===== src/rtl/drive_status_params.svh =====
// register offsets, bit positions and scaling constants of the status bank
`ifndef DRIVE_STATUS_PARAMS_SVH
`define DRIVE_STATUS_PARAMS_SVH
`define OFS_DRIVE_STATUS   4'h0
`define OFS_SCALED_SPEED   4'h4
`define OFS_EXT_STATUS     4'h8
`define OFS_CONTROL        4'hc
`define DSW_REMOTE_BIT     12
`define DSW_UNDERVOLT_BIT  13
`define DSW_FAULT_BIT      15
`define ESW_DCL_EXT_BIT    2
`define ESW_ENERGY_BIT     3
`define ESW_FREQ_RED_BIT   4
`define ESW_DECEL_BIT      6
`define ESW_ACCEL_BIT      7
`define ESW_FROZEN_BIT     8
`define ESW_SETPOINT_BIT   9
`define ESW_DCL_REG_BIT    10
`define ESW_50HZ_BIT       11
`define ESW_RIDE_BIT       12
`define ESW_FLYING_BIT     13
`define ESW_DC_BRAKE_BIT   14
`define ESW_PWM_BIT        15
`define ESW_RESERVED_MASK  16'h0023
`define ESW_LIVE_MASK      16'hf7dc
`define CTL_HOLD_BIT       0
`define CTL_BUSY_BIT       8
`define CTL_RATED_ZERO_BIT 9
`define SPD_FRAC_ZERO      13'h0000
`define SPD_NUM_W          29
`define SPD_STEPS          5'h1d
`define SPD_LAST_STEP      5'h01
`define SPD_POS_MAX        16'h7fff
`define SPD_NEG_MIN        16'h8000
`define SPD_RATED_CODE     16'h2000
`define WORD_RESET         16'h0000
`define BUS_ZERO           32'h0000_0000
`endif


===== src/rtl/drive_status_pkg.sv =====
// shared types and address decode of the drive status bank
`include "drive_status_params.svh"
package drive_status_pkg;
   typedef enum logic [1:0]
   {
      div_idle = 2'b00,
      div_run  = 2'b01,
      div_done = 2'b10
   } div_state_t;

   typedef enum logic [2:0]
   {
      sel_drive = 3'b000,
      sel_speed = 3'b001,
      sel_ext   = 3'b010,
      sel_ctrl  = 3'b011,
      sel_none  = 3'b100
   } reg_sel_t;

   // word address decode, shared by read mux and write path
   function automatic reg_sel_t decode_addr(input logic [3:0] addr);
      reg_sel_t sel;
      sel = sel_none;
      case (addr)
         `OFS_DRIVE_STATUS: sel = sel_drive;
         `OFS_SCALED_SPEED: sel = sel_speed;
         `OFS_EXT_STATUS:   sel = sel_ext;
         `OFS_CONTROL:      sel = sel_ctrl;
         default:           sel = sel_none;
      endcase
      return sel;
   endfunction
endpackage


===== src/rtl/speed_scaler.sv =====
// serial divider turning output frequency into the signed 16-bit scaled speed
`timescale 1ns/10ps
`include "drive_status_params.svh"
module speed_scaler
(
   input  wire logic        clock,
   input  wire logic        rst,
   input  wire logic        start,
   input  wire logic [15:0] freq,
   input  wire logic [15:0] rated,
   output logic      [15:0] scaled,
   output logic             busy,
   output logic             done,
   output logic             rated_zero
);
   drive_status_pkg::div_state_t state_ff;
   logic [`SPD_NUM_W-1:0] num_ff;
   logic [`SPD_NUM_W-1:0] quot_ff;
   logic [15:0]           rem_ff;
   logic [15:0]           div_ff;
   logic [15:0]           mag_ff;
   logic                  neg_ff;
   logic [4:0]            cnt_ff;
   logic [16:0]           rem_shift;
   logic [16:0]           rem_sub;
   logic [15:0]           mag;

   // magnitude of the signed input; -32768 maps to 16'h8000 unsigned
   assign mag       = freq[15] ? 16'(-freq) : freq;
   assign rem_shift = {rem_ff, num_ff[`SPD_NUM_W-1]};
   assign rem_sub   = rem_shift - {1'b0, div_ff};
   assign busy      = (state_ff != drive_status_pkg::div_idle);

   // restoring division of mag*8192 by rated frequency, one bit per clock
   always_ff @(posedge clock)
   begin
      if (rst)
      begin
         state_ff <= drive_status_pkg::div_idle;
         num_ff   <= '0;
         quot_ff  <= '0;
         rem_ff   <= '0;
         div_ff   <= '0;
         mag_ff   <= '0;
         neg_ff   <= 1'b0;
         cnt_ff   <= '0;
      end
      else
      begin
         unique case (state_ff)
            drive_status_pkg::div_idle:
               if (start)
               begin
                  num_ff   <= {mag, `SPD_FRAC_ZERO};
                  div_ff   <= rated;
                  mag_ff   <= mag;
                  neg_ff   <= freq[15];
                  rem_ff   <= '0;
                  quot_ff  <= '0;
                  cnt_ff   <= `SPD_STEPS;
                  state_ff <= drive_status_pkg::div_run;
               end
            drive_status_pkg::div_run:
            begin
               num_ff <= num_ff << 1;
               cnt_ff <= cnt_ff - 5'h01;
               if (!rem_sub[16])
               begin
                  rem_ff  <= rem_sub[15:0];
                  quot_ff <= {quot_ff[`SPD_NUM_W-2:0], 1'b1};
               end
               else
               begin
                  rem_ff  <= rem_shift[15:0];
                  quot_ff <= {quot_ff[`SPD_NUM_W-2:0], 1'b0};
               end
               if (cnt_ff == `SPD_LAST_STEP)
                  state_ff <= drive_status_pkg::div_done;
            end
            drive_status_pkg::div_done:
               state_ff <= drive_status_pkg::div_idle;
            default:
               state_ff <= drive_status_pkg::div_idle;
         endcase
      end
   end

   // sign and saturation; zero divisor gives zero rather than a full-scale lie
   always_ff @(posedge clock)
   begin
      if (rst)
      begin
         scaled     <= `WORD_RESET;
         done       <= 1'b0;
         rated_zero <= 1'b0;
      end
      else
      begin
         done <= (state_ff == drive_status_pkg::div_done);
         if (state_ff == drive_status_pkg::div_done)
         begin
            rated_zero <= (div_ff == `WORD_RESET);
            if (div_ff == `WORD_RESET)
               scaled <= `WORD_RESET;
            else if (!neg_ff)
               scaled <= (quot_ff > {13'h0000, `SPD_POS_MAX}) ? `SPD_POS_MAX
                                                              : quot_ff[15:0];
            else
               scaled <= (quot_ff > {13'h0000, `SPD_NEG_MIN}) ? `SPD_NEG_MIN
                                                              : 16'(-quot_ff[15:0]);
         end
      end
   end

   chk_zero_speed: assert property (@(posedge clock) disable iff (rst)
      done && mag_ff == `WORD_RESET |-> scaled == `WORD_RESET)
      else $error("zero speed not read as zero");
   chk_rated_code: assert property (@(posedge clock) disable iff (rst)
      done && !neg_ff && mag_ff == div_ff && div_ff != `WORD_RESET
      |-> scaled == `SPD_RATED_CODE)
      else $error("rated frequency not read as 8192");
   chk_four_times: assert property (@(posedge clock) disable iff (rst)
      done && !neg_ff && div_ff != `WORD_RESET && {2'b00, mag_ff} >= {div_ff, 2'b00}
      |-> scaled == `SPD_POS_MAX)
      else $error("four times rated not at positive limit");
   chk_sign_kept: assert property (@(posedge clock) disable iff (rst)
      done && neg_ff && div_ff != `WORD_RESET
      && {mag_ff, `SPD_FRAC_ZERO} >= {`SPD_FRAC_ZERO, div_ff} |-> scaled[15])
      else $error("negative speed lost its sign");
endmodule // speed_scaler


===== src/rtl/drive_status_word_bank.sv =====
// avalon-mm register bank of read-only inverter status words and speed readout
`timescale 1ns/10ps
`include "drive_status_params.svh"
module drive_status_word_bank
(
   input  wire logic        clock,
   input  wire logic        rst,
   input  wire logic [3:0]  address,
   input  wire logic        read,
   input  wire logic        write,
   input  wire logic [31:0] writedata,
   input  wire logic [3:0]  byteenable,
   output logic      [31:0] readdata,
   output logic             waitrequest,
   input  wire logic        remote_mode,
   input  wire logic        undervoltage,
   input  wire logic        fault_active,
   input  wire logic        dc_link_extended,
   input  wire logic        energy_saving,
   input  wire logic        freq_reduction,
   input  wire logic        decel_ramp,
   input  wire logic        accel_ramp,
   input  wire logic        ramp_frozen,
   input  wire logic        setpoint_reached,
   input  wire logic        dc_link_regulation,
   input  wire logic        ride_through,
   input  wire logic        flying_start,
   input  wire logic        dc_braking,
   input  wire logic        pwm_pulses_enabled,
   input  wire logic        defaults_load_req,
   input  wire logic        defaults_50hz,
   input  wire logic [15:0] output_freq,
   input  wire logic [15:0] rated_frequency_setting
);
   logic [15:0] drive_raw;
   logic [15:0] ext_raw;
   logic [15:0] drive_s1_ff;
   logic [15:0] drive_s2_ff;
   logic [15:0] ext_s1_ff;
   logic [15:0] ext_s2_ff;
   logic [1:0]  fac_s1_ff;
   logic [1:0]  fac_s2_ff;
   logic        load_prev_ff;
   logic        load_edge;
   logic        cfg_50hz_ff;
   logic [15:0] nxt_extended;
   logic [15:0] drive_status_ff;
   logic [15:0] extended_status_ff;
   logic [15:0] scaled_speed_ff;
   logic        hold_ff;
   logic        ack_ff;
   logic [31:0] readdata_ff;
   logic [31:0] nxt_readdata;
   logic [15:0] ctrl_word;
   logic        bus_req;
   logic        bus_take;
   logic [15:0] scaled_out;
   logic        conv_busy;
   logic        conv_done;
   logic        conv_rated_zero;
   drive_status_pkg::reg_sel_t sel;

   // place each status line at its bit; reserved positions stay zero
   always_comb
   begin
      drive_raw                      = `WORD_RESET;
      drive_raw[`DSW_REMOTE_BIT]     = remote_mode;
      drive_raw[`DSW_UNDERVOLT_BIT]  = undervoltage;
      drive_raw[`DSW_FAULT_BIT]      = fault_active;
      ext_raw                        = `WORD_RESET;
      ext_raw[`ESW_DCL_EXT_BIT]      = dc_link_extended;
      ext_raw[`ESW_ENERGY_BIT]       = energy_saving;
      ext_raw[`ESW_FREQ_RED_BIT]     = freq_reduction;
      ext_raw[`ESW_DECEL_BIT]        = decel_ramp;
      ext_raw[`ESW_ACCEL_BIT]        = accel_ramp;
      ext_raw[`ESW_FROZEN_BIT]       = ramp_frozen;
      ext_raw[`ESW_SETPOINT_BIT]     = setpoint_reached;
      ext_raw[`ESW_DCL_REG_BIT]      = dc_link_regulation;
      ext_raw[`ESW_RIDE_BIT]         = ride_through;
      ext_raw[`ESW_FLYING_BIT]       = flying_start;
      ext_raw[`ESW_DC_BRAKE_BIT]     = dc_braking;
      ext_raw[`ESW_PWM_BIT]          = pwm_pulses_enabled;
   end

   // two-stage synchronisers; status lines come from other control domains
   always_ff @(posedge clock)
   begin
      if (rst)
      begin
         drive_s1_ff <= `WORD_RESET;
         drive_s2_ff <= `WORD_RESET;
         ext_s1_ff   <= `WORD_RESET;
         ext_s2_ff   <= `WORD_RESET;
         fac_s1_ff   <= 2'h0;
         fac_s2_ff   <= 2'h0;
      end
      else
      begin
         drive_s1_ff <= drive_raw;
         drive_s2_ff <= drive_s1_ff;
         ext_s1_ff   <= ext_raw;
         ext_s2_ff   <= ext_s1_ff;
         fac_s1_ff   <= {defaults_50hz, defaults_load_req};
         fac_s2_ff   <= fac_s1_ff;
      end
   end

   // edge of the defaults-load request, taken from the settled stage only
   assign load_edge = fac_s2_ff[0] & ~load_prev_ff;

   // factory default region captured once per load, held until the next one
   always_ff @(posedge clock)
   begin
      if (rst)
      begin
         load_prev_ff <= 1'b0;
         cfg_50hz_ff  <= 1'b0;
      end
      else
      begin
         load_prev_ff <= fac_s2_ff[0];
         if (load_edge)
            cfg_50hz_ff <= fac_s2_ff[1];
      end
   end

   // insert the captured region bit into the second status word
   always_comb
   begin
      nxt_extended                = ext_s2_ff;
      nxt_extended[`ESW_50HZ_BIT] = cfg_50hz_ff;
   end

   // status words follow the lines unless software holds a coherent snapshot
   always_ff @(posedge clock)
   begin
      if (rst)
      begin
         drive_status_ff    <= `WORD_RESET;
         extended_status_ff <= `WORD_RESET;
      end
      else if (!hold_ff)
      begin
         drive_status_ff    <= drive_s2_ff;
         extended_status_ff <= nxt_extended;
      end
   end

   // conversions pause while held so the readout cannot move under software
   speed_scaler u_scaler
   (
      .clock      (clock),
      .rst        (rst),
      .start      (~hold_ff),
      .freq       (output_freq),
      .rated      (rated_frequency_setting),
      .scaled     (scaled_out),
      .busy       (conv_busy),
      .done       (conv_done),
      .rated_zero (conv_rated_zero)
   );

   // scaled speed takes each conversion that finishes while not held
   always_ff @(posedge clock)
   begin
      if (rst)
         scaled_speed_ff <= `WORD_RESET;
      else if (conv_done && !hold_ff)
         scaled_speed_ff <= scaled_out;
   end

   // one wait state per access; readdata is loaded on the same edge that drops waitrequest
   assign bus_req     = read | write;
   assign bus_take    = bus_req & ack_ff;
   assign waitrequest = bus_req & ~ack_ff;
   assign sel         = drive_status_pkg::decode_addr(address);

   always_ff @(posedge clock)
   begin
      if (rst)
         ack_ff <= 1'b0;
      else
         ack_ff <= bus_req & ~ack_ff;
   end

   // control word: hold flag plus converter state for software to poll
   always_comb
   begin
      ctrl_word                      = `WORD_RESET;
      ctrl_word[`CTL_HOLD_BIT]       = hold_ff;
      ctrl_word[`CTL_BUSY_BIT]       = conv_busy;
      ctrl_word[`CTL_RATED_ZERO_BIT] = conv_rated_zero;
   end

   // read mux; unmapped words read zero
   always_comb
   begin
      nxt_readdata = `BUS_ZERO;
      unique case (sel)
         drive_status_pkg::sel_drive: nxt_readdata = {`WORD_RESET, drive_status_ff};
         drive_status_pkg::sel_speed: nxt_readdata = {`WORD_RESET, scaled_speed_ff};
         drive_status_pkg::sel_ext:   nxt_readdata = {`WORD_RESET, extended_status_ff};
         drive_status_pkg::sel_ctrl:  nxt_readdata = {`WORD_RESET, ctrl_word};
         drive_status_pkg::sel_none:  nxt_readdata = `BUS_ZERO;
      endcase
   end

   always_ff @(posedge clock)
   begin
      if (rst)
         readdata_ff <= `BUS_ZERO;
      else if (read && !ack_ff)
         readdata_ff <= nxt_readdata;
   end

   assign readdata = readdata_ff;

   // only the control word is writable; status words ignore writes
   always_ff @(posedge clock)
   begin
      if (rst)
         hold_ff <= 1'b0;
      else if (bus_take && write && byteenable[0] && sel == drive_status_pkg::sel_ctrl)
         hold_ff <= writedata[`CTL_HOLD_BIT];
   end

   chk_remote_follow: assert property (@(posedge clock) disable iff (rst)
      !$past(rst) && !$past(hold_ff)
      |-> drive_status_ff[`DSW_REMOTE_BIT] == $past(drive_s2_ff[`DSW_REMOTE_BIT]))
      else $error("remote bit does not follow mode");

   chk_fault_follow: assert property (@(posedge clock) disable iff (rst)
      !$past(rst) && !$past(hold_ff)
      |-> drive_status_ff[`DSW_FAULT_BIT] == $past(fault_active, 3))
      else $error("fault bit does not follow fault state");

   chk_reserved_zero: assert property (@(posedge clock) disable iff (rst)
      (extended_status_ff & `ESW_RESERVED_MASK) == `WORD_RESET)
      else $error("reserved status bits not zero");

   // every live bit of the second word trails its line by three edges
   localparam logic [15:0] live_mask = `ESW_LIVE_MASK;
   for (genvar i = 0; i < 16; i++)
   begin : g_ext_chk
      if (live_mask[i])
      begin : g_live
         chk_ext_follow: assert property (@(posedge clock) disable iff (rst)
            !$past(rst) && !$past(hold_ff)
            |-> extended_status_ff[i] == $past(ext_raw[i], 3))
            else $error("status bit does not follow its line");
      end
   end

   chk_region_capture: assert property (@(posedge clock) disable iff (rst)
      load_edge |=> ##1 extended_status_ff[`ESW_50HZ_BIT] == $past(fac_s2_ff[1], 2)
                    || $past(hold_ff))
      else $error("region bit not captured on defaults load");

   chk_write_ignored: assert property (@(posedge clock) disable iff (rst)
      bus_take && write && sel != drive_status_pkg::sel_ctrl |=> hold_ff == $past(hold_ff))
      else $error("write to status word changed state");

   chk_speed_update: assert property (@(posedge clock) disable iff (rst)
      conv_done && !hold_ff |=> scaled_speed_ff == $past(scaled_out))
      else $error("scaled speed not taken from converter");

   chk_one_wait: assert property (@(posedge clock) disable iff (rst)
      bus_req && !ack_ff |=> !waitrequest ##1 !ack_ff)
      else $error("bus answer not after one wait state");
endmodule // drive_status_word_bank


===== config.mk =====
export PLATFORM = sky130hd
export DESIGN_NAME = drive_status_word_bank
export DESIGN_NICKNAME = d
export VERILOG_FILES = /design/src/rtl/drive_status_pkg.sv /design/src/rtl/speed_scaler.sv /design/src/rtl/drive_status_word_bank.sv
export VERILOG_INCLUDE_DIRS = /design/src /design/src/rtl
export SDC_FILE = /design/constraint.sdc
export NUM_CORES = 1
export LEC_CHECK = 0
export ABC_CLOCK_PERIOD_IN_PS = 3300
export BUFFER_PORTS_ARGS = -buffer_cell sky130_fd_sc_hd__buf_2
export CAP_MARGIN = 0
export CORE_MARGIN = 1
export CORE_UTILIZATION = 35
export CTS_CLUSTER_DIAMETER = 100
export CTS_CLUSTER_SIZE = 10
export DETAILED_ROUTE_END_ITERATION = 10
export PLACE_DENSITY = 0.62
export SLEW_MARGIN = 10
export SYNTH_ARGS = -nofsm -noshare
export SYNTH_HDL_FRONTEND = slang
export SYNTH_HIERARCHICAL = 1
export SYNTH_SLANG_ARGS = --single-unit

===== constraint.sdc =====
create_clock -name clock -period 3.3 [get_ports clock]
set_input_delay 0.165 -clock clock [delete_from_list [all_inputs] [get_ports clock]]
set_output_delay 0.165 -clock clock [all_outputs]
set_load 0.01 [all_outputs]

After elaboration in Yosys (flattened, before gate mapping) --
Index checks and enable logic that the tools add are counted.
Operators by class: add/subtract/negate cells 4, $lt $le $gt $ge 2, equality and inequality tests 12, muxes and demuxes 20, bitwise logic cells 7, reduce and logical (&&, ||, !) cells 16
Operator list (number):
- $pmux W32 S5 | 1
- $pmux W29 S2 | 2
- $mux W16 | 7
- $mux W29 | 2
- $neg A16 Y16 | 2
- $pmux W16 S2 | 1
- $gt A29 B15 Y1 const B | 1
- $gt A29 B16 Y1 const B | 1
- $sub A17 B16 Y17 | 1
- $logic_not A16 Y1 | 1
- $pmux W3 S4 | 1
- $pmux W5 S2 | 1
- $eq A4 B4 Y1 const B | 2
- $eq A3 B2 Y1 const B | 2
- $reduce_and A2 Y1 | 3
- $eq A5 B1 Y1 const B | 1
- $logic_and A1 B1 Y1 | 5
- $mux W5 | 1
- $sub A5 B1 Y5 const B | 1
- $eq A4 B3 Y1 const B | 1
- $logic_not A4 Y1 | 1
- $mux W2 | 2
- $pmux W2 S2 | 1
- $reduce_bool A2 Y1 | 2
- 13 further kinds | 18
Storage, ports and cells: bits in registers 268, word-level logic and storage cells 87

Longest topological paths before layout --
Gate-level depths: netlist of the first run.
depth after elaboration 5, depth in mapped cells 12, mapped depth without buffers 11

Modules after synthesis --
The synthesis of the first run kept the hierarchy.
By module, submodules not included:
- speed_scaler | instances 1, cells each 627, area an instance 5297.6 um2, sequential area each 2062.0 um2
- drive_status_word_bank | instances 1, cells each 335, area an instance 3255.6 um2, sequential area each 1721.7 um2

Worst setup path before layout of the first run --
OpenSTA, ideal clock, no wires.
path kind register to register, start reg u_scaler.num_ff[28], end reg u_scaler.rem_ff[10], data arrival time 2.713 ns, data required time 3.171 ns, slack 0.458 ns, cell stages (with the launch flop) 13, clock period less this slack 2.842 ns, path through dfxtp_1 inv_1 ha_1 inv_1 fa_1 a211oi_1 o21ai_0 o211ai_1 nand3_1 xor2_2 buf_2 mux2i_1 o21ai_0
On the way: cells in the longest elaborated chain, start to end 3
RTL lines:
- start: declaration | RTL line speed_scaler.sv:17 | logic [`SPD_NUM_W-1:0] num_ff;
- start signal: assignment | RTL line speed_scaler.sv:54 | num_ff <= {mag, `SPD_FRAC_ZERO};
- start signal: assignment | RTL line speed_scaler.sv:65 | num_ff <= num_ff << 1;
- $sub A17 B16 Y17 | RTL line speed_scaler.sv:31 | assign rem_sub = rem_shift - {1'b0, div_ff};
- $mux W16 | RTL line speed_scaler.sv:67 | if (!rem_sub[16])
- $pmux W16 S2 | RTL line speed_scaler.sv:50 | unique case (state_ff)
- end signal: assignment | RTL line speed_scaler.sv:69 | rem_ff <= rem_sub[15:0];
- end signal: assignment | RTL line speed_scaler.sv:74 | rem_ff <= rem_shift[15:0];
- end: declaration | RTL line speed_scaler.sv:19 | logic [15:0] rem_ff;
No other way between the ends. A chain may end at the register's enable or synchronous reset.

Worst setup path after layout of the first run --
start reg u_scaler.num_ff[28], end reg u_scaler.rem_ff[4]
Same word-level chain as after synthesis.

==> metrics.txt, run 1 <==
# TYPE chip_impl_metric gauge
chip_impl_metric{name="finalClockSkew",unit="ns"} 0.0186
chip_impl_info{name="grt_setup_unrepaired",value="no"} 1
chip_impl_metric{name="insertion_delay",unit="ns"} 0.44
chip_impl_metric{name="fin_crit",unit="ns"} 2.73
chip_impl_metric{name="finalSetupViolations",unit=""} 0
chip_impl_metric{name="syn_inst_count",unit=""} 962
chip_impl_metric{name="peakVddDrop",unit="mV"} 0.508
chip_impl_metric{name="grt_pass1_wl",unit="um"} 30500
chip_impl_metric{name="drive_gt1_frac",unit=""} 0.131
chip_impl_metric{name="final_nets",unit=""} 1154
chip_impl_metric{name="totalNegativeSetupSlack",unit="ns"} 0
chip_impl_info{name="worst-setup-path-type",value="flip-flop to flip-flop"} 1
chip_impl_info{name="ys_top_cells_by_area",value="sky130_fd_sc_hd__dfxtp_1 44%, sky130_fd_sc_hd__nand2_1 6.7%, sky130_fd_sc_hd__a21oi_1 5.3%"} 1
chip_impl_metric{name="post-place-ws",unit="ns"} 0.569
chip_impl_metric{name="final_core_utilization",unit=""} 0.422
chip_impl_metric{name="drtPass1Iterations",unit=""} 6
chip_impl_metric{name="diodes",unit=""} 0
chip_impl_metric{name="seq_area",unit="um2"} 3780
chip_impl_metric{name="area_of_all_placed_cells_without_fillers",unit="um2"} 10000
chip_impl_metric{name="holdWs",unit="ns"} 0.0405
chip_impl_info{name="worst_path_max_delay_cell",value="sky130_fd_sc_hd__fa_1"} 1
chip_impl_metric{name="final_min_period_over_clock_period",unit=""} 0.828
chip_impl_metric{name="post_synth_num_cell_types",unit=""} 70
chip_impl_metric{name="placed_cells",unit=""} 1303
chip_impl_metric{name="grt_overflow_total",unit=""} 0
chip_impl_metric{name="start_util",unit=""} 0.360
chip_impl_metric{name="leakagePower",unit="nW"} 3.96
chip_impl_metric{name="critical-path-max-stage-delay",unit="ns"} 0.41
chip_impl_metric{name="max-cap-violations",unit=""} 0
chip_impl_metric{name="number_of_gates_given_a_new_drive_strength_after_cts",unit=""} 0
chip_impl_metric{name="sink_count_of_the_clock_tree",unit=""} 189
chip_impl_metric{name="synth.avg_cell_area",unit="um2"} 8.89
chip_impl_metric{name="groute.usage.overall",unit=""} 0.152
chip_impl_metric{name="drtIter0Drc",unit=""} 354
chip_impl_metric{name="relSlewSlack",unit=""} 0.351
chip_impl_metric{name="port_buffers",unit=""} 75
chip_impl_metric{name="syn-cell-area",unit="um2"} 8550
chip_impl_info{name="tritoncts_clock_tree",value="built"} 1
chip_impl_metric{name="clockBufferDepth",unit=""} 2
chip_impl_metric{name="synth.ff_latch_count",unit=""} 189
chip_impl_metric{name="fmax",unit="GHz"} 0.366
chip_impl_info{name="delay_heaviest_family_cp",value="compound AO/OA/AOI/OAI gates"} 1
chip_impl_metric{name="routed_wire_length_per_instance",unit="um"} 13.4
chip_impl_info{name="worst_setup_path_end_kind",value="flip-flop"} 1
chip_impl_info{name="clk_root_buffer_cell",value="sky130_fd_sc_hd__clkbuf_16"} 1
chip_impl_metric{name="timing.critical_path.fanout_max",unit=""} 10
chip_impl_info{name="critical_path.cell_chain",value="inv_1 -> ha_1 -> inv_1 -> fa_1 -> a211oi_1 -> o21ai_0 -> o211ai_1 -> nand3_1 -> xor2_2 -> buf_4 -> mux2i_1 -> o21ai_0"} 1
chip_impl_metric{name="synth_top_cell_area_share",unit=""} 0.442
chip_impl_metric{name="synth_warnings",unit=""} 6
chip_impl_metric{name="cp_data_required_time",unit="ns"} 3.60
chip_impl_metric{name="post_drt_via_cell_ratio",unit=""} 4.91
chip_impl_metric{name="drc_errors",unit=""} 0
chip_impl_metric{name="placement.cell_area",unit="um2"} 9040
chip_impl_metric{name="initial_antenna_violation_count",unit=""} 0
chip_impl_metric{name="synth_async_sr_flop_share",unit=""} 0
chip_impl_info{name="netlist.top_cell.by_area",value="sky130_fd_sc_hd__dfxtp_1"} 1
chip_impl_metric{name="post-cts-setup-buffer-count",unit=""} 0
chip_impl_metric{name="chipWidth",unit="um"} 158
chip_impl_metric{name="first_global_vias",unit=""} 6333
chip_impl_metric{name="hold_viol_final",unit=""} 0
chip_impl_metric{name="drtAntennaViolNets",unit=""} 0
chip_impl_metric{name="routed-via-count",unit=""} 6733
chip_impl_metric{name="timing.final.ws_setup",unit="ns"} 0.568
chip_impl_metric{name="fp.coreArea",unit="um2"} 23800
chip_impl_metric{name="filler_cell_count",unit=""} 2417
chip_impl_metric{name="tightest_slew",unit="ns"} 0.972
chip_impl_metric{name="power.density",unit="nW/um2"} 684
chip_impl_metric{name="path_buf_inv",unit=""} 3
chip_impl_metric{name="maximum_number_of_pins_on_one_net_before_global_route_repair",unit=""} 124
chip_impl_metric{name="postRouteWirelength",unit="um"} 18400
chip_impl_metric{name="dp_hpwl",unit="um"} 12300
chip_impl_metric{name="synth_sequential_area_ratio",unit=""} 0.442
chip_impl_info{name="status",value="finished clean"} 1
chip_impl_metric{name="flow.area_growth_from_synthesis",unit="%"} 17.3
chip_impl_metric{name="fp-row-count",unit=""} 56
chip_impl_metric{name="dieArea",unit="um2"} 25100
chip_impl_metric{name="worst_setup_hold_path_clk_slew",unit="ns"} 0.08
chip_impl_metric{name="totalPowerFinal",unit="mW"} 6.86
chip_impl_metric{name="finalNonFillerCells",unit=""} 1371
chip_impl_metric{name="max_slew_vio_count",unit=""} 0
chip_impl_metric{name="data_arrival_time_at_the_worst_slack_endpoint",unit="ns"} 3.03
chip_impl_metric{name="synth_enable_flop_cells",unit=""} 0
chip_impl_metric{name="cts_bufs_inserted",unit=""} 17
chip_impl_metric{name="postCtsHoldBufs",unit=""} 36
chip_impl_metric{name="place_congestion",unit=""} 0.863
chip_impl_metric{name="ios",unit=""} 126
chip_impl_info{name="worstSetupStartpointType",value="flip-flop"} 1
chip_impl_metric{name="multi_input_area",unit="um2"} 4280
chip_impl_metric{name="cts.htree.levels",unit=""} 4
chip_impl_info{name="synth_top_flop_cell",value="sky130_fd_sc_hd__dfxtp_1"} 1
chip_impl_metric{name="die_h",unit="um"} 158
chip_impl_info{name="worst_hold_path_type",value="input port to flip-flop"} 1
==> area by class of cell <==
| type | instances | area share |
|---|---|---|
| Tap cell | 319 | 0.0398 |
| Inverter | 26 | 0.00973 |
| Sequential cell | 189 | 0.377 |
| Clock inverter | 14 | 0.0192 |
| Timing Repair Buffer | 123 | 0.0838 |
| Clock buffer | 18 | 0.0438 |
| Multi-Input combinational cell | 682 | 0.426 |
==> per-layer routing <==
layer | up-vias | GRT usage | wire (um)
met1 | 3127 | 0.210 | 9180
met5 | - | 0 | 0
li1 | 3475 | - | -
met4 | 0 | 0.0545 | 289
met2 | 108 | 0.239 | 8300
met3 | 23 | 0.0264 | 586
==> worst register-to-register path, cell delays in order, from the launching register on <==
cell,delay (ns)
sky130_fd_sc_hd__dfxtp_1,0.31
sky130_fd_sc_hd__inv_1,0.07
sky130_fd_sc_hd__ha_1,0.15
sky130_fd_sc_hd__inv_1,0.05
sky130_fd_sc_hd__fa_1,0.41
sky130_fd_sc_hd__a211oi_1,0.27
sky130_fd_sc_hd__o21ai_0,0.28
sky130_fd_sc_hd__o211ai_1,0.25
sky130_fd_sc_hd__nand3_1,0.14
sky130_fd_sc_hd__xor2_2,0.15
sky130_fd_sc_hd__buf_4,0.23
sky130_fd_sc_hd__mux2i_1,0.20
sky130_fd_sc_hd__o21ai_0,0.08
==> path summary, 6_finish.rpt <==
kind | from | endpoint | slack, ns | cells after the start
worst max-delay path | u_scaler/num_ff[28]$_SDFFE_PP0P_ | u_scaler/rem_ff[4]$_SDFFE_PP0P_ | 0.57 | 12
worst min-delay path | read | ack_ff$_SDFF_PP0_ | 0.04 | 3
worst max register to register | u_scaler/num_ff[28]$_SDFFE_PP0P_ | u_scaler/rem_ff[4]$_SDFFE_PP0P_ | 0.57 | 12
worst min register to register | ext_s1_ff[15]$_SDFF_PP0_ | ext_s2_ff[15]$_SDFF_PP0_ | 0.44 | 1
==> cell usage in the layout, fill, tap and decap left out, types with 13 or more instances in the layout <==
cell type                       Yosys  final
sky130_fd_sc_hd__a21oi_1           90     90
sky130_fd_sc_hd__xor2_1            13     13
sky130_fd_sc_hd__dfxtp_1          189    189
sky130_fd_sc_hd__nand2_1          152    152
sky130_fd_sc_hd__o21ai_0           32     32
sky130_fd_sc_hd__o211ai_1          15     15
sky130_fd_sc_hd__mux2i_1           33     33
sky130_fd_sc_hd__clkbuf_16          0     17
sky130_fd_sc_hd__nor2b_1           42     42
sky130_fd_sc_hd__conb_1             1     16
sky130_fd_sc_hd__inv_1             25     25
sky130_fd_sc_hd__and3b_1           16     16
sky130_fd_sc_hd__ha_1              21     21
sky130_fd_sc_hd__nor2_1            47     46
sky130_fd_sc_hd__a22o_1            25     25
sky130_fd_sc_hd__nor3_1            17     16
sky130_fd_sc_hd__dlygate4sd3_1      0     36
sky130_fd_sc_hd__buf_2              9     74
sky130_fd_sc_hd__xnor2_1           25     25
==> kinds of logic after synthesis <==
logic type,count (synthesis),synth area share
flip-flops,189,0.442
other,1,0.000438
adder cells (fa/ha/maj),22,0.0331
XOR/XNOR,39,0.0408
AND/OR/NAND/NOR,339,0.199
AO/OA/AOI/OAI,230,0.177
multiplexers,36,0.0426
buffers and inverters,106,0.0649
==> report_power, final <==
group	switching (mW)	internal (mW)	leakage [nW]
registers	0.123	2.43	1.54
clock network	0.986	1.19	0.304
logic	1.16	0.968	2.11
==> sequential cells by signal, summed over array words and instances (netlist names), 3 cells and up <==
register,flops
scaled_speed_ff,16
u_scaler/div_ff,16
readdata,16
drive_s2_ff,3
ext_s2_ff,12
u_scaler/cnt_ff,5
u_scaler/quot_ff,29
u_scaler/num_ff,16
ext_s1_ff,12
u_scaler/rem_ff,16
extended_status_ff,13
drive_status_ff,3
u_scaler/scaled,16
drive_s1_ff,3
==> cell usage after synthesis, drive strengths merged, types with 6 or more instances <==
master	number
ha	21
buf	39
nor3	17
inv	25
nor2b	42
xor2	14
nand2b	11
clkbuf	40
o221ai	13
and3b	16
a22o	27
nand4	7
a21o	6
nor2	47
dfxtp	189
a21oi	90
nor4	12
o21ai	37
a22oi	12
mux2i	33
xnor2	25
o211ai	15
nand3	8
nand2	152
No activity file was read; power rests on OpenSTA's default activity.
==> run 2: changes to the inputs <==
- ABC_CLOCK_PERIOD_IN_PS: 3300 -> 2200
- PLACE_DENSITY: 0.62 -> 0.64
- clock period: 3.3 -> 2.2 ns (I/O delays scaled with it)
==> metrics.txt, run 2 (synthesis gave the netlist of run 1 again) <==
# TYPE chip_impl_metric gauge
chip_impl_info{name="most_common_library_cell_in_the_layout_ignoring_fill_and_taps",value="sky130_fd_sc_hd__dfxtp_1"} 1
chip_impl_metric{name="finalSetupViolations",unit=""} 30
chip_impl_metric{name="fp.coreArea",unit="um2"} 23800
chip_impl_metric{name="finalClockSkew",unit="ns"} 0.0121
chip_impl_info{name="grt_setup_unrepaired",value="yes"} 1
chip_impl_metric{name="routed-via-count",unit=""} 6930
chip_impl_metric{name="max_slew_vio_count",unit=""} 0
chip_impl_info{name="worst-setup-path-type",value="flip-flop to flip-flop"} 1
chip_impl_metric{name="hold_viol_final",unit=""} 0
chip_impl_metric{name="final_min_period_over_clock_period",unit=""} 1.07
chip_impl_metric{name="initial_antenna_violation_count",unit=""} 0
chip_impl_info{name="critical_path.cell_chain",value="inv_2 -> ha_4 -> inv_2 -> fa_2 -> a211oi_2 -> o21ai_2 -> o211ai_1 -> nand3_2 -> xor2_4 -> buf_12 -> mux2i_1 -> o21ai_1"} 1
chip_impl_metric{name="clockBufferDepth",unit=""} 2
chip_impl_info{name="tritoncts_clock_tree",value="built"} 1
chip_impl_metric{name="post_drt_via_cell_ratio",unit=""} 4.86
chip_impl_metric{name="postRouteWirelength",unit="um"} 19100
chip_impl_metric{name="critical-path-max-stage-delay",unit="ns"} 0.36
chip_impl_metric{name="dieArea",unit="um2"} 25100
chip_impl_metric{name="groute.usage.overall",unit=""} 0.155
chip_impl_metric{name="cts_bufs_inserted",unit=""} 17
chip_impl_metric{name="cp_data_required_time",unit="ns"} 2.49
chip_impl_metric{name="combinationalPowerShare",unit=""} 0.374
chip_impl_metric{name="min_path_cells",unit=""} 3
chip_impl_metric{name="timing.critical_path.fanout_max",unit=""} 11
chip_impl_metric{name="drc_errors",unit=""} 0
chip_impl_metric{name="drtPass1Iterations",unit=""} 5
chip_impl_metric{name="cts.htree.levels",unit=""} 4
chip_impl_metric{name="p_int",unit="mW"} 7.45
chip_impl_metric{name="data_arrival_time_at_the_worst_slack_endpoint",unit="ns"} 2.65
chip_impl_metric{name="ios",unit=""} 126
chip_impl_metric{name="start_util",unit=""} 0.360
chip_impl_metric{name="drive_gt1_frac",unit=""} 0.196
chip_impl_metric{name="rr_worst_depth",unit=""} 12
chip_impl_info{name="critical-path-top-cell-by-count",value="sky130_fd_sc_hd__inv_2"} 1
chip_impl_info{name="layout.cells.most_common_list",value="186 x sky130_fd_sc_hd__dfxtp_1, 149 x sky130_fd_sc_hd__nand2_1, 86 x sky130_fd_sc_hd__a21oi_1, 74 x sky130_fd_sc_hd__buf_2, 51 x sky130_fd_sc_hd__buf_4"} 1
chip_impl_metric{name="relSlewSlack",unit=""} 0.389
chip_impl_metric{name="chipWidth",unit="um"} 158
chip_impl_info{name="worstSetupStartpointType",value="flip-flop"} 1
chip_impl_metric{name="fp-row-count",unit=""} 56
chip_impl_metric{name="first_global_vias",unit=""} 6437
chip_impl_metric{name="clock_power_share",unit=""} 0.280
chip_impl_metric{name="tightest_slew",unit="ns"} 0.914
chip_impl_metric{name="sink_count_of_the_clock_tree",unit=""} 189
chip_impl_metric{name="final_core_utilization",unit=""} 0.450
chip_impl_metric{name="timing.reg2reg.setup_slack",unit="ns"} -0.15
chip_impl_metric{name="grt_pass1_wl",unit="um"} 31000
chip_impl_metric{name="net_switching_power_figure",unit="mW"} 3.69
chip_impl_metric{name="post-place-ws",unit="ns"} -0.161
chip_impl_metric{name="worst_setup_hold_path_clk_slew",unit="ns"} 0.07
chip_impl_metric{name="die_h",unit="um"} 158
chip_impl_info{name="worst_setup_path_end_kind",value="flip-flop"} 1
chip_impl_info{name="failed_checks",value="setup timing"} 1
chip_impl_metric{name="peakVddDrop",unit="mV"} 0.729
chip_impl_metric{name="part_of_the_power_in_registers",unit=""} 0.345
chip_impl_metric{name="drtAntennaViolNets",unit=""} 0
chip_impl_metric{name="grt_overflow_total",unit=""} 0
chip_impl_info{name="status",value="finished with violations"} 1
chip_impl_info{name="worst_hold_path_type",value="input port to flip-flop"} 1
chip_impl_metric{name="timing.final.ws_setup",unit="ns"} -0.152
chip_impl_metric{name="largest_register_ffs",unit=""} 29
chip_impl_metric{name="insertion_delay",unit="ns"} 0.43
chip_impl_info{name="clk_root_buffer_cell",value="sky130_fd_sc_hd__clkbuf_16"} 1
chip_impl_info{name="largest_register",value="u_scaler/quot_ff"} 1
chip_impl_info{name="worst_path_max_delay_cell",value="sky130_fd_sc_hd__fa_2"} 1
chip_impl_metric{name="dp_hpwl",unit="um"} 12900
chip_impl_metric{name="max-cap-violations",unit=""} 0
chip_impl_metric{name="fin_crit",unit="ns"} 2.35
chip_impl_metric{name="fmax",unit="GHz"} 0.425
chip_impl_metric{name="diodes",unit=""} 0
chip_impl_metric{name="leakagePower",unit="nW"} 4.27
chip_impl_metric{name="port_buffers",unit=""} 75
chip_impl_metric{name="power.density",unit="nW/um2"} 1040
chip_impl_metric{name="drtIter0Drc",unit=""} 384
chip_impl_metric{name="final_nets",unit=""} 1208
chip_impl_metric{name="place_congestion",unit=""} 0.834
chip_impl_metric{name="routed_wire_length_per_instance",unit="um"} 13.4
chip_impl_metric{name="power_switching_share",unit=""} 0.331
chip_impl_metric{name="maximum_number_of_pins_on_one_net_before_global_route_repair",unit=""} 119
chip_impl_metric{name="flow.area_growth_from_synthesis",unit="%"} 24.9
run 2: power by group through the flow:
| stage | Combinational (mW) | Clock (mW) | Sequential [mW] |
|---|---|---|---|
| after floorplan | 2.72 | 0 | 3.86 |
| after global placement | 3.61 | 0 | 3.91 |
| after detailed placement | 3.64 | 0 | 3.92 |
| after CTS | 3.86 | 3.20 | 3.84 |
| after global routing | 4.59 | 3.33 | 3.88 |
| final | 4.17 | 3.12 | 3.85 |
run 2: worst max-delay path, delay by kind of cell (launching register included):
kind	cells	cell delay [ns]
XOR/XNOR	1	0.21
adder cells (fa/ha/maj)	2	0.49
buffers and inverters	3	0.28
AND/OR/NAND/NOR	1	0.15
multiplexers	1	0.19
flip-flops	1	0.33
AO/OA/AOI/OAI	4	0.58
run 2: final cells by class:
type	instances	area, um2
Clock buffer	18	429
Clock inverter	14	174
Fill cell	2267	13100
Inverter	26	97.6
Multi-Input combinational cell	682	4440
Sequential cell	189	3790
Tap cell	319	399
Timing Repair Buffer	177	1350
run 2: final timing paths:
kind                                                        from                          endpoint
worst max-delay path            u_scaler/num_ff[28]$_SDFFE_PP0P_   u_scaler/rem_ff[1]$_SDFFE_PP0P_
worst min-delay path                             output_freq[12]  u_scaler/num_ff[25]$_SDFFE_PP0P_
worst max register to register  u_scaler/num_ff[28]$_SDFFE_PP0P_   u_scaler/rem_ff[1]$_SDFFE_PP0P_
worst min register to register          ext_s1_ff[15]$_SDFF_PP0_          ext_s2_ff[15]$_SDFF_PP0_
run 2: per-layer routing:
metal | vias to the layer above | GRT usage | share of wire | wire length (um)
met1 | 3208 | 0.209 | 0.49 | 9350
li1 | 3595 | - | - | -
met5 | - | 0 | 0 | 0
met3 | 23 | 0.0193 | 0.023 | 444
met2 | 104 | 0.251 | 0.47 | 9030
met4 | 0 | 0.0586 | 0.015 | 283
run 2: stage by stage:
stage	std cells	power (mW)	hold slack, ns	setup TNS (ns)	cell area, um2
global route	1425	11.8	0.0279	-6.56	10700
finish	1425	11.1	0.0170	-3.64	10700
floorplan	977	6.58	0.238	-4.58	8700
global placement	1344	7.52	0.319	-2.07	9490
detailed placement	1344	7.56	0.323	-3.35	9490
CTS	1418	10.9	0.0000357	-3.41	10600
run 2: what timing repair did:
item | CTS | global route
gates cloned | 0 | 1
gates resized for setup | 12 | 13
hold endpoints to repair | 41 | 0
setup endpoints to repair | 31 | 31
buffers inserted | 2 | 6
hold buffers | 41 | 0
pin swaps | 10 | 11
==> run 3: changes to the inputs <==
- TNS_END_PERCENT: unset -> 10
==> metrics.txt, run 3 (synthesis gave the netlist of run 1 again) <==
# TYPE chip_impl_metric gauge
chip_impl_metric{name="die_h",unit="um"} 158
chip_impl_metric{name="data_arrival_time_at_the_worst_slack_endpoint",unit="ns"} 2.63
chip_impl_metric{name="tightest_slew",unit="ns"} 0.931
chip_impl_metric{name="dp_hpwl",unit="um"} 13100
chip_impl_metric{name="worst_setup_hold_path_clk_slew",unit="ns"} 0.07
chip_impl_metric{name="groute.usage.overall",unit=""} 0.156
chip_impl_metric{name="first_global_vias",unit=""} 6578
chip_impl_metric{name="placed_cells",unit=""} 1354
chip_impl_info{name="largest_register",value="u_scaler/quot_ff"} 1
chip_impl_metric{name="timing.final.ws_setup",unit="ns"} -0.135
chip_impl_metric{name="dieArea",unit="um2"} 25100
chip_impl_metric{name="critical-path-max-stage-delay",unit="ns"} 0.36
chip_impl_info{name="worst-setup-path-type",value="flip-flop to flip-flop"} 1
chip_impl_metric{name="chipWidth",unit="um"} 158
chip_impl_metric{name="place_congestion",unit=""} 0.821
chip_impl_metric{name="drtIter0Drc",unit=""} 396
chip_impl_metric{name="grt_pass1_wl",unit="um"} 31200
chip_impl_metric{name="largest_register_ffs",unit=""} 29
chip_impl_metric{name="fin_crit",unit="ns"} 2.34
chip_impl_metric{name="hold_viol_final",unit=""} 0
chip_impl_metric{name="finalSetupViolations",unit=""} 24
chip_impl_metric{name="finalNonFillerCells",unit=""} 1427
chip_impl_metric{name="routed-via-count",unit=""} 6912
chip_impl_metric{name="drtPass1Iterations",unit=""} 4
chip_impl_info{name="layout.cells.most_common_list",value="187 x sky130_fd_sc_hd__dfxtp_1, 151 x sky130_fd_sc_hd__nand2_1, 87 x sky130_fd_sc_hd__a21oi_1, 74 x sky130_fd_sc_hd__buf_2, 60 x sky130_fd_sc_hd__buf_4"} 1
chip_impl_metric{name="cp_data_required_time",unit="ns"} 2.50
chip_impl_metric{name="cts_bufs_inserted",unit=""} 17
chip_impl_metric{name="timing.critical_path.fanout_max",unit=""} 11
chip_impl_metric{name="relSlewSlack",unit=""} 0.378
chip_impl_metric{name="drc_errors",unit=""} 0
chip_impl_info{name="grt_setup_unrepaired",value="yes"} 1
chip_impl_metric{name="fp.coreArea",unit="um2"} 23800
chip_impl_metric{name="final_min_period_over_clock_period",unit=""} 1.06
chip_impl_metric{name="port_buffers",unit=""} 75
chip_impl_metric{name="max_slew_vio_count",unit=""} 0
chip_impl_metric{name="sink_count_of_the_clock_tree",unit=""} 189
chip_impl_info{name="clk_root_buffer_cell",value="sky130_fd_sc_hd__clkbuf_16"} 1
chip_impl_info{name="worstSetupStartpointType",value="flip-flop"} 1
chip_impl_metric{name="drtAntennaViolNets",unit=""} 0
chip_impl_info{name="worst_hold_path_type",value="input port to flip-flop"} 1
chip_impl_metric{name="final_nets",unit=""} 1210
chip_impl_metric{name="cts.htree.levels",unit=""} 4
chip_impl_metric{name="grt_overflow_total",unit=""} 0
chip_impl_info{name="delay_heaviest_family_cp",value="compound AO/OA/AOI/OAI gates"} 1
chip_impl_metric{name="postRouteWirelength",unit="um"} 18700
chip_impl_metric{name="power.density",unit="nW/um2"} 991
chip_impl_metric{name="fp-row-count",unit=""} 56
chip_impl_metric{name="post-cts-setup-buffer-count",unit=""} 0
chip_impl_metric{name="flow.area_growth_from_synthesis",unit="%"} 22.4
chip_impl_metric{name="leakagePower",unit="nW"} 4.21
chip_impl_metric{name="clockBufferDepth",unit=""} 2
chip_impl_metric{name="placement.cell_area",unit="um2"} 9500
chip_impl_metric{name="start_util",unit=""} 0.360
chip_impl_info{name="worst_path_max_delay_cell",value="sky130_fd_sc_hd__fa_2"} 1
chip_impl_metric{name="ios",unit=""} 126
chip_impl_info{name="failed_checks",value="setup timing"} 1
chip_impl_metric{name="totalPowerFinal",unit="mW"} 10.4
chip_impl_metric{name="initial_antenna_violation_count",unit=""} 0
chip_impl_metric{name="finalClockSkew",unit="ns"} 0.00936
chip_impl_info{name="tritoncts_clock_tree",value="built"} 1
chip_impl_metric{name="maximum_number_of_pins_on_one_net_before_global_route_repair",unit=""} 111
chip_impl_metric{name="post_drt_via_cell_ratio",unit=""} 4.84
chip_impl_metric{name="max-cap-violations",unit=""} 0
chip_impl_info{name="critical_path.cell_chain",value="inv_2 -> ha_4 -> inv_2 -> fa_2 -> a211oi_2 -> o21ai_2 -> o211ai_1 -> nand3_2 -> xor2_4 -> buf_12 -> mux2i_1 -> o21ai_1"} 1
chip_impl_info{name="worst_setup_path_end_kind",value="flip-flop"} 1
chip_impl_metric{name="fmax",unit="GHz"} 0.428
chip_impl_metric{name="peakVddDrop",unit="mV"} 0.842
chip_impl_metric{name="insertion_delay",unit="ns"} 0.43
chip_impl_info{name="most_common_library_cell_in_the_layout_ignoring_fill_and_taps",value="sky130_fd_sc_hd__dfxtp_1"} 1
chip_impl_metric{name="drive_gt1_frac",unit=""} 0.181
chip_impl_metric{name="path_buf_inv",unit=""} 3
chip_impl_info{name="status",value="finished with violations"} 1
chip_impl_metric{name="diodes",unit=""} 0
chip_impl_metric{name="totalNegativeSetupSlack",unit="ns"} -1.82
chip_impl_metric{name="area_of_all_placed_cells_without_fillers",unit="um2"} 10500
chip_impl_info{name="critical-path-top-cell-by-count",value="sky130_fd_sc_hd__inv_2"} 1
chip_impl_metric{name="routed_wire_length_per_instance",unit="um"} 13.1
[run 3: cell types whose count changed in the layout (fill, tap and decap cells not counted), sizes merged]
cell      before  now
inv           32   30
bufinv         2    0
clkinvlp       2    3
clkbuf        19   20
buf          135  138
clkinv         4    5
[run 3: stage by stage]
| step | util | hold slack (ns) | worst slack (ns) |
|---|---|---|---|
| 6_report | 0.441 | 0.0112 | -0.135 |
| 5_1_grt | 0.441 | 0.0339 | -0.294 |
| 4_1_cts | 0.440 | 0.000507 | -0.137 |
| 3_5_place_dp | 0.400 | 0.325 | -0.168 |
| 3_3_place_gp | 0.400 | 0.319 | -0.109 |
| 2_1_floorplan | - | 0.238 | -0.261 |
[run 3: path summary, 6_finish.rpt]
path                               startpoint                                to  slack [ns]  cells after the start
max          u_scaler/num_ff[28]$_SDFFE_PP0P_   u_scaler/rem_ff[1]$_SDFFE_PP0P_       -0.14                     12
min                           output_freq[13]  u_scaler/num_ff[26]$_SDFFE_PP0P_        0.01                      3
max reg2reg  u_scaler/num_ff[28]$_SDFFE_PP0P_   u_scaler/rem_ff[1]$_SDFFE_PP0P_       -0.14                     12
min reg2reg        drive_s1_ff[13]$_SDFF_PP0_        drive_s2_ff[13]$_SDFF_PP0_        0.43                      1
[run 3: layout make-up]
| cell class | count | area (um2) |
|---|---|---|
| Sequential cell | 189 | 3790 |
| Fill cell | 2314 | 13300 |
| Clock inverter | 12 | 108 |
| Multi-Input combinational cell | 682 | 4330 |
| Clock buffer | 20 | 437 |
| Inverter | 26 | 97.6 |
| Timing Repair Buffer | 179 | 1310 |
| Tap cell | 319 | 399 |
[run 3: per-layer routing]
metal | share of wire | up-vias | routed length [um] | GRT usage
met3 | 0.026 | 14 | 478 | 0.0248
met1 | 0.50 | 3206 | 9330 | 0.207
met2 | 0.46 | 106 | 8700 | 0.258
met4 | 0.011 | 0 | 207 | 0.0490
met5 | 0 | - | 0 | 0
li1 | - | 3586 | - | -
[run 3: worst reg2reg max path, delay by kind of cell (launching register included)]
kind / cells / cell delay [ns]
compound gates: 4 / 0.57
simple gates: 1 / 0.14
fa+ha+maj: 2 / 0.49
buf+inv: 3 / 0.28
xor+xnor: 1 / 0.19
flops: 1 / 0.32
mux: 1 / 0.21
[run 3: power by group]
part	total (mW)	internal, mW	switching [mW]
registers	3.82	3.65	0.171
clock network	2.85	1.48	1.37
logic	3.70	1.81	1.89
[run 3: timing repair]
item / 4_1_cts / 5_1_grt
setup endpoints to repair: 31 / 37
endpoints found under the hold margin: 41 / 0
hold buffers: 41 / 0
pin swaps: 8 / 3
gates resized for setup: 2 / 11
